===== config.mk =====
export PLATFORM = sky130hd
export DESIGN_NAME = branch_increment_exec
export DESIGN_NICKNAME = d
export VERILOG_FILES = /design/src/hw/bie_pkg.sv /design/src/hw/branch_increment_exec.sv /design/src/hw/increment_unit.sv
export VERILOG_INCLUDE_DIRS = /design/src /design/src/hw
export SDC_FILE = /design/constraint.sdc
export NUM_CORES = 1
export LEC_CHECK = 0
export BUFFER_PORTS_ARGS = -buffer_cell sky130_fd_sc_hd__buf_2
export CAP_MARGIN = 10
export CELL_PAD_IN_SITES_DETAIL_PLACEMENT = 0
export CELL_PAD_IN_SITES_GLOBAL_PLACEMENT = 1
export CORE_ASPECT_RATIO = 1.5
export CORE_MARGIN = 1.5
export CORE_UTILIZATION = 31
export CTS_CLUSTER_DIAMETER = 100
export CTS_CLUSTER_SIZE = 8
export DETAILED_ROUTE_END_ITERATION = 16
export PLACE_DENSITY = 0.71
export SLEW_MARGIN = 20
export SYNTH_ARGS = -nofsm -noshare
export SYNTH_HDL_FRONTEND = slang
export SYNTH_HIERARCHICAL = 1
export SYNTH_SLANG_ARGS = --single-unit
export TNS_END_PERCENT = 5

===== constraint.sdc =====
create_clock -name CLOCK -period 1.5 [get_ports CLOCK]
set_clock_uncertainty 0.05 [all_clocks]
set_input_delay 0.075 -clock CLOCK [delete_from_list [all_inputs] [get_ports CLOCK]]
set_output_delay 0.075 -clock CLOCK [all_outputs]
set_load 0.005 [all_outputs]

===== src/hw/branch_increment_exec_defines.svh =====
`ifndef BRANCH_INCREMENT_EXEC_DEFINES_SVH
`define BRANCH_INCREMENT_EXEC_DEFINES_SVH

// Instruction word layout
`define BIE_IW 12
`define BIE_OP3_HI 11
`define BIE_OP3_LO 9
`define BIE_OP6_HI 11
`define BIE_OP6_LO 6
`define BIE_DEST_BIT 5
`define BIE_FADDR_HI 4
`define BIE_FADDR_LO 0
`define BIE_K_HI 8
`define BIE_K_LO 0

// Opcode patterns
`define BIE_OP_JUMP 3'h5
`define BIE_OP_INC 6'h0a
`define BIE_OP_INCSKIP 6'h0f

// Page select bits in the status byte
`define BIE_PAGE_HI 6
`define BIE_PAGE_LO 5

// Page bits of the program counter loaded by a jump
`define BIE_PC_PAGE_HI 10
`define BIE_PC_PAGE_LO 9

// Destination select values
`define BIE_DEST_W 1'h0
`define BIE_DEST_F 1'h1

// Reset values
`define BIE_PC_RESET 11'h000
`define BIE_DATA_ZERO 8'h00

`endif


===== src/hw/bie_pkg.sv =====
`default_nettype none

package bie_pkg;

  // Execution state: discard follows execute after a jump or a zero-result skip
  typedef enum logic [1:0] {
    ST_EXECUTE = 2'h0,
    ST_DISCARD = 2'h1
  } state_t;

  // Result write-back bundle toward W, file and zero flag
  typedef struct packed {
    logic w_we;
    logic f_we;
    logic [4:0] f_addr;
    logic [7:0] data;
    logic z_we;
    logic z_val;
  } writeback_t;

endpackage

`default_nettype wire


===== src/hw/branch_increment_exec.sv =====
`timescale 1ns/10ps
`default_nettype none
`include "branch_increment_exec_defines.svh"

module branch_increment_exec #(
  parameter int PC_WIDTH = 11,
  parameter int DATA_WIDTH = 8
) (
  input wire logic CLOCK,
  input wire logic SRST,
  input wire logic INSTR_VALID,
  input wire logic [`BIE_IW-1:0] INSTR,
  input wire logic [DATA_WIDTH-1:0] FILE_DATA,
  input wire logic [DATA_WIDTH-1:0] STATUS_IN,
  output logic [PC_WIDTH-1:0] PC,
  output bie_pkg::writeback_t WB,
  output logic DISCARDING,
  output logic UNDECODED
);
  import bie_pkg::*;

  // Execution state, decides whether the current word is dropped
  state_t state;
  state_t next_state;
  // Incremented operand and its zero detect
  logic [DATA_WIDTH-1:0] inc_sum;
  logic inc_zero;
  // Decoded instruction classes
  logic dec_jump;
  logic dec_inc;
  logic dec_skip;
  // A word is executed only when valid and not being dropped
  logic take;

  // Six-bit opcode compare used by both increment decode lines
  function automatic logic op6_is(input logic [`BIE_IW-1:0] iw,
                                  input logic [5:0] op);
    op6_is = (iw[`BIE_OP6_HI:`BIE_OP6_LO] == op);
  endfunction

  // Shared incrementer; both increment forms use the same datapath
  increment_unit #(
    .WIDTH(DATA_WIDTH)
  ) u_inc (
    .operand(FILE_DATA),
    .sum(inc_sum),
    .zero(inc_zero)
  );

  // Decode of the three handled instructions
  always_comb begin
    take = INSTR_VALID && (state == ST_EXECUTE);
    dec_jump = (INSTR[`BIE_OP3_HI:`BIE_OP3_LO] == `BIE_OP_JUMP);
    dec_inc = op6_is(INSTR, `BIE_OP_INC);
    dec_skip = op6_is(INSTR, `BIE_OP_INCSKIP);
  end

  // Next state: jump and zero skip both drop the fetched word
  always_comb begin
    next_state = state;
    case (state)
      ST_EXECUTE: begin
        if (take && dec_jump) begin
          next_state = ST_DISCARD;
        end else if (take && dec_skip && inc_zero) begin
          next_state = ST_DISCARD;
        end
      end
      ST_DISCARD: begin
        // Leave only once the dropped word has actually gone by
        if (INSTR_VALID) begin
          next_state = ST_EXECUTE;
        end
      end
      default: begin
        next_state = ST_EXECUTE;
      end
    endcase
  end

  // State register
  always_ff @(posedge CLOCK) begin
    if (SRST) begin
      state <= ST_EXECUTE;
    end else begin
      state <= next_state;
    end
  end

  // Program counter: reload on jump, else step once per word
  always_ff @(posedge CLOCK) begin
    if (SRST) begin
      PC <= PC_WIDTH'(`BIE_PC_RESET);
    end else if (take && dec_jump) begin
      // Page bits select the upper part of the target
      PC <= PC_WIDTH'({STATUS_IN[`BIE_PAGE_HI],
                       STATUS_IN[`BIE_PAGE_LO],
                       INSTR[`BIE_K_HI:`BIE_K_LO]});
    end else if (INSTR_VALID) begin
      // Dropped words still advance the fetch address
      PC <= PC + PC_WIDTH'(1);
    end
  end

  // Write-back: one-cycle strobes with data and destination
  always_ff @(posedge CLOCK) begin
    if (SRST) begin
      WB <= '0;
    end else begin
      WB.w_we <= 1'b0;
      WB.f_we <= 1'b0;
      WB.z_we <= 1'b0;
      if (take && (dec_inc || dec_skip)) begin
        // Destination 0 goes to W, 1 goes back to the file
        WB.w_we <= (INSTR[`BIE_DEST_BIT] == `BIE_DEST_W);
        WB.f_we <= (INSTR[`BIE_DEST_BIT] == `BIE_DEST_F);
        WB.f_addr <= INSTR[`BIE_FADDR_HI:`BIE_FADDR_LO];
        WB.data <= inc_sum;
        // Only the plain form touches the zero flag
        WB.z_we <= dec_inc;
        WB.z_val <= inc_zero;
      end
    end
  end

  // Marks a cycle spent as a no-operation
  always_ff @(posedge CLOCK) begin
    if (SRST) begin
      DISCARDING <= 1'b0;
    end else begin
      DISCARDING <= INSTR_VALID && (state == ST_DISCARD);
    end
  end

  // Flags a word this block does not execute, for the core to handle
  always_ff @(posedge CLOCK) begin
    if (SRST) begin
      UNDECODED <= 1'b0;
    end else begin
      UNDECODED <= take && !(dec_jump || dec_inc || dec_skip);
    end
  end
endmodule

`default_nettype wire


===== src/hw/increment_unit.sv =====
`timescale 1ns/10ps
`default_nettype none

// Wrapping increment with a zero detect on the result
module increment_unit #(
  parameter int WIDTH = 8
) (
  input wire logic [WIDTH-1:0] operand,
  output logic [WIDTH-1:0] sum,
  output logic zero
);

  // All ones wraps to zero since the carry is dropped
  always_comb begin
    sum = operand + {{(WIDTH-1){1'b0}}, 1'b1};
    zero = (sum == '0);
  end

endmodule

`default_nettype wire

Word-level counts from Yosys, hierarchy flattened
Cells that the tools add are included.
- register bits: 32
- bits of input ports: 31
- word-level logic and storage cells: 42
- add/subtract/negate cells: 2
- eq/ne operators: 6
- mux-type cells: 6
- bitwise operators: 2
- reductions and logical operators: 16
- operators by type and width (cell ; count):
    $mux W11 ; 2
    $eq A6 B4 Y1 const B ; 2
    $add A11 B1 Y11 const B ; 1
    $add A8 B1 Y8 const B ; 1
    $logic_not A8 Y1 ; 1
    $logic_and A1 B1 Y1 ; 7
    $mux W2 ; 3
    $pmux W2 S2 ; 1
    $eq A3 B3 Y1 const B ; 1
    $logic_or A1 B1 Y1 ; 3
    $ne A3 B1 Y1 const B ; 1
    $eq A2 B1 Y1 const B ; 1
    $logic_not A2 Y1 ; 1
    $ne A2 B2 Y1 const B ; 1
    $not A1 Y1 ; 2
    $reduce_and A2 Y1 ; 1
    $reduce_bool A2 Y1 ; 1
    $reduce_or A2 Y1 ; 1
    $logic_not A1 Y1 ; 1

Longest topological paths before layout
- word-level depth: 7
- gate-level depth with buffers: 8

Modules after synthesis
The synthesis kept the hierarchy.
- by module, submodules not included (module ; instances ; cells an instance ; area an instance (um^2) ; sequential area each (um^2)):
    branch_increment_exec ; 1 ; 150 ; 1393.8 ; 620.6
    increment_unit ; 1 ; 20 ; 152.6 ; 0.0

Least setup slack after synthesis
Ideal clock, no wire load.
- kind: input port to flip-flop
- from: input FILE_DATA[0]
- to: register state[0]
- setup time: 59 ps
- arrival: 1477 ps
- required time: 1391 ps
- slack: -86 ps
- stages on the path: 8
- cell sequence: ha_1 > nand3_2 > xnor2_1 > or4_1 > nor4_2 > nand4_1 > nor2_1 > o311a_1
- cells in the longest elaborated chain, start to end: 5
- ends and longest elaborated chain (item ; RTL line ; RTL):
    start, declared ; branch_increment_exec.sv:13 ; input wire logic [DATA_WIDTH-1:0] FILE_DATA,
    $add A8 B1 Y8 ; increment_unit.sv:15 ; sum = operand + {{(WIDTH-1){1'b0}}, 1'b1};
    named net inc_sum[4] ; branch_increment_exec.sv:26 ; logic [DATA_WIDTH-1:0] inc_sum;
    $logic_not A8 Y1 ; increment_unit.sv:16 ; zero = (sum == '0);
    named net inc_zero ; branch_increment_exec.sv:27 ; logic inc_zero;
    $logic_and A1 B1 Y1 ; branch_increment_exec.sv:65 ; end else if (take && dec_skip && inc_zero) begin
    $ne A3 B1 Y1 (no source line) ; - ;
    $reduce_and A2 Y1 (no source line) ; - ;
    end signal, assigned ; branch_increment_exec.sv:86 ; state <= next_state;
    end, declared ; branch_increment_exec.sv:23 ; state_t state;
The timed path passes the listed nets, and every way through them passes these cells.
A chain may end at the register's enable or synchronous reset.

Worst setup path after layout
- from: register PC[0]
- to: register PC[8]
- cells in the longest elaborated chain, start to end: 3
- ends and longest elaborated chain (item ; RTL line ; RTL):
    start, declared ; branch_increment_exec.sv:15 ; output logic [PC_WIDTH-1:0] PC,
    start signal, assigned ; branch_increment_exec.sv:93 ; PC <= PC_WIDTH'(`BIE_PC_RESET);
    start signal, assigned ; branch_increment_exec.sv:96 ; PC <= PC_WIDTH'({STATUS_IN[`BIE_PAGE_HI],
    start signal, assigned ; branch_increment_exec.sv:101 ; PC <= PC + PC_WIDTH'(1);
    $add A11 B1 Y11 ; branch_increment_exec.sv:101 ;
    $mux W11 ; branch_increment_exec.sv:99 ; end else if (INSTR_VALID) begin
    $mux W11 ; branch_increment_exec.sv:94 ; end else if (take && dec_jump) begin
Every way passes these cells. The select of a mux whose other input is x is not followed.

==> results.txt <==
FILL cells: 527
Post-Synthesis Net Count: 204
clock latency on the worst-skew pair: 280 ps
FP Rows: 31
cell area after synthesis: 1550 um2
Yosys Warn Count: 6
number of global-route vias before repair: 1,478
min cycle time layout: 1460 ps
Post-Layout Cell Count: 320
FF-to-FF path depth: 5
CP endpoint: PC[8]$_SDFFE_PP0P_
CP endpoint kind: flip-flop
Final nets: 288
simple-gate area share of the yosys netlist: 25.2%
Root Buffer: clkbuf_8
Placement Cell Area: 2050 um2
Placer Congestion: 0.821
# DRC: 0
Adder-Cell Fraction of Synth Area: 2.43%
Max stage delay on crit path: 340 ps
Vias: 1,532
Final Hold Vio Count: 0
port bufs: 54
DR iter-0 viols: 34
Power Density: 792 nW/um2
slowest stage cell, crit path: dfxtp_1
GRT overflow: 0
CP startpoint kind: flip-flop
crit path DAT: 1570 ps
Cell Int Power: 0.00133 W
max cap viols: 0
Layout area overhead: 42.8%
clock power share: 36.8%
Post-Route WL: 4.09 mm
initial antenna violation count: 0
XOR/XNOR share of the synthesized area: 6.23%
largest net degree at the start of global routing: 20
CP cell instances: ha_1 -> nand4_1 -> nor2_1 -> o21ai_0 -> a32o_1
status: complete, no violations
CTS tree: yes
WS Path Type: reg -> reg
Final Cell Area: 2210 um2
diode count: 0
switching power: 0.000423 W
Reg2Reg Setup Slack: 40 ps
HP Class: in -> reg
DIE AREA: 5430 um2
clk slew on worst S/H paths: 60 ps
period utilization: 97.4%
required time of the critical path: 1610 ps
# setup viols final: 0
# IOs: 61
drt wl/cell: 12.8 um
total CTS buffers: 5
dpl cells: 307
worst setup path start: PC[0]$_SDFFE_PP0P_
drt first pass iters: 4
Final ANT Viol Nets: 0
Yosys reg bits: 31
Clock Tree Buf Depth: 2
Yosys cell types: 43
crit path max fanout: 4
total track usage: 16.5%
Avg Cell Area, Syn: 9.10 um2
maximum clock frequency: 685 MHz
LEAKAGE: 1.08 nW
share of cells above drive strength 1: 37.4%
Worst-Margin Slew: 390 ps
die height: 89.5 um
sequential share of power: 48.7%
Core Footprint: 4810 um2
Sw Ratio: 24.2%
maximum VDD drop: 0.312 mV
global-route wire length before repair: 6.63 mm
post-synthesis sequential area ratio: 40.1%
vias per cell: 4.79
commonest non-fill, non-tap cell in the layout: buf_2
CTS H-tree depth: 2
most frequent cells in the layout: buf_2 (54), dfxtp_1 (31), nor2_1 (26), buf_4 (26), mux2i_1 (15)
Comb power frac: 14.4%
dpl hpwl: 3.25 mm
largest family of logic cells by synthesized area: simple AND/OR/NAND/NOR gates
Slew Limit Fails: 0
Synth Area in Compound Gates: 11.2%
Slew headroom: 74.0%
Num Clock Sinks: 31
R2R Path Start: PC[0]$_SDFFE_PP0P_
initial core utilization: 32.2%
mux cell area share after synthesis: 9.71%
r2r endpoint: PC[8]$_SDFFE_PP0P_
Syn Inst Count: 170
chip width: 60.7 um
unrepaired setup endpoints after global routing: true
## kinds of logic (layout without fill, tap and decap cells)
kind of cell / after synthesis / count (layout)
compound gates: 25 / 25
xor+xnor: 11 / 11
fa+ha+maj: 3 / 3
buf+inv: 14 / 98
flops: 31 / 31
mux: 15 / 15
simple gates: 71 / 71
## per-layer routing
layer	up-vias	wire length (um)	GRT usage, %
li1	780	-	-
met1	713	1650	17.3
met2	33	2200	30.3
met3	6	168	3.62
met4	0	80	7.31
met5	-	0	0
## state kept, by name, indices dropped and copies added (netlist names)
signal      count
WB             17
PC             11
DISCARDING      1
UNDECODED       1
state           1
## metrics by stage
stage / total power, W / utilization (%) / hold WS (ps) / setup slack (ps) / TNS (ps)
after detailed placement: 0.00111 / 42.5 / 223 / -283 / -417
after global placement: 0.00111 / 42.5 / 220 / -253 / -359
final: 0.00175 / 45.9 / 6.86 / 39.2 / 0
after floorplan: 0.000975 / - / 96.6 / -86.0 / -121
after global routing: 0.00185 / 45.9 / 18.0 / -71.8 / -141
after CTS: 0.00178 / 45.4 / 3.20 / 15.3 / 0
## critical path: cells and delay by family, from the launching register on
family	cells	cell delay, ps
compound gates	2	350
fa+ha+maj	1	190
simple gates	2	420
flops	1	340
## power by group through the flow
stage | sequential [W] | clock (W) | combinational (W)
3_3_place_gp | 0.000870 | 0 | 0.000240
6_report | 0.000852 | 0.000644 | 0.000252
3_5_place_dp | 0.000870 | 0 | 0.000241
5_1_grt | 0.000854 | 0.000713 | 0.000279
4_1_cts | 0.000852 | 0.000674 | 0.000253
2_1_floorplan | 0.000876 | 0 | 0.0000989
## cell usage after synthesis
cell type | count | area share (%)
dfxtp_1 | 31 | 40
nor2_1 | 26 | 6.3
mux2i_1 | 15 | 9.7
nand2_1 | 12 | 2.9
xnor2_1 | 7 | 4.0
a21oi_1 | 6 | 1.9
nand3_1 | 6 | 1.9
nand4_1 | 6 | 2.4
inv_1 | 5 | 1.2
xor2_1 | 4 | 2.3
a211oi_1 | 3 | 1.5
a31oi_1 | 3 | 1.2
buf_2 | 3 | 0.97
clkbuf_1 | 3 | 0.73
ha_1 | 3 | 2.4
and3_1 | 2 | 0.81
nand3_2 | 2 | 1.3
nand3b_1 | 2 | 0.97
nand4b_1 | 2 | 1.1
nor3_1 | 2 | 0.65
nor4_1 | 2 | 0.81
o21ai_0 | 2 | 0.65
o31ai_1 | 2 | 0.97
or3_1 | 2 | 0.81
a221oi_1 | 1 | 0.57
a22o_1 | 1 | 0.57
a22oi_1 | 1 | 0.49
a311oi_1 | 1 | 0.57
a32o_1 | 1 | 0.65
a41oi_1 | 1 | 0.57
and3b_2 | 1 | 0.65
buf_1 | 1 | 0.24
buf_12 | 1 | 1.3
buf_6 | 1 | 0.73
nand2b_1 | 1 | 0.40
nand4bb_4 | 1 | 1.8
nor2b_1 | 1 | 0.40
nor4_2 | 1 | 0.81
nor4b_1 | 1 | 0.57
o21bai_1 | 1 | 0.49
o22ai_1 | 1 | 0.40
o311a_1 | 1 | 0.65
or4_1 | 1 | 0.49
## repair_timing
| action | 4_1_cts | 5_1_grt |
|---|---|---|
| buffers inserted | 0 | 1 |
| pin swaps | 0 | 1 |
| endpoints found under the hold margin | 4 | 0 |
| hold buffers | 5 | 0 |
| endpoints found under the setup margin | 1 | 3 |
| resized for setup | 1 | 2 |
## final cells by class
type / count / area (um2) / area share (%)
clock buffer: 6 / 82.6 / 3.74
clock inverter: 1 / 5.00 / 0.227
inverter: 5 / 18.8 / 0.850
multi-input combinational: 125 / 863 / 39.1
sequential: 31 / 621 / 28.1
tap: 66 / 82.6 / 3.74
timing repair buffer: 86 / 536 / 24.2
## worst min path at each step
stage,cells after the start,endpoint,start
global placement,2,WB[16]$_SDFF_PP0_,INSTR[5]
detailed placement,2,WB[16]$_SDFF_PP0_,INSTR[5]
floorplan,1,WB[16]$_SDFF_PP0_,INSTR[5]
CTS,3,WB[13]$_SDFFE_PP0P_,INSTR[3]
global route,3,WB[13]$_SDFFE_PP0P_,INSTR[3]
finish,3,WB[13]$_SDFFE_PP0P_,INSTR[3]
No activity file was read; power rests on OpenSTA's default activity.
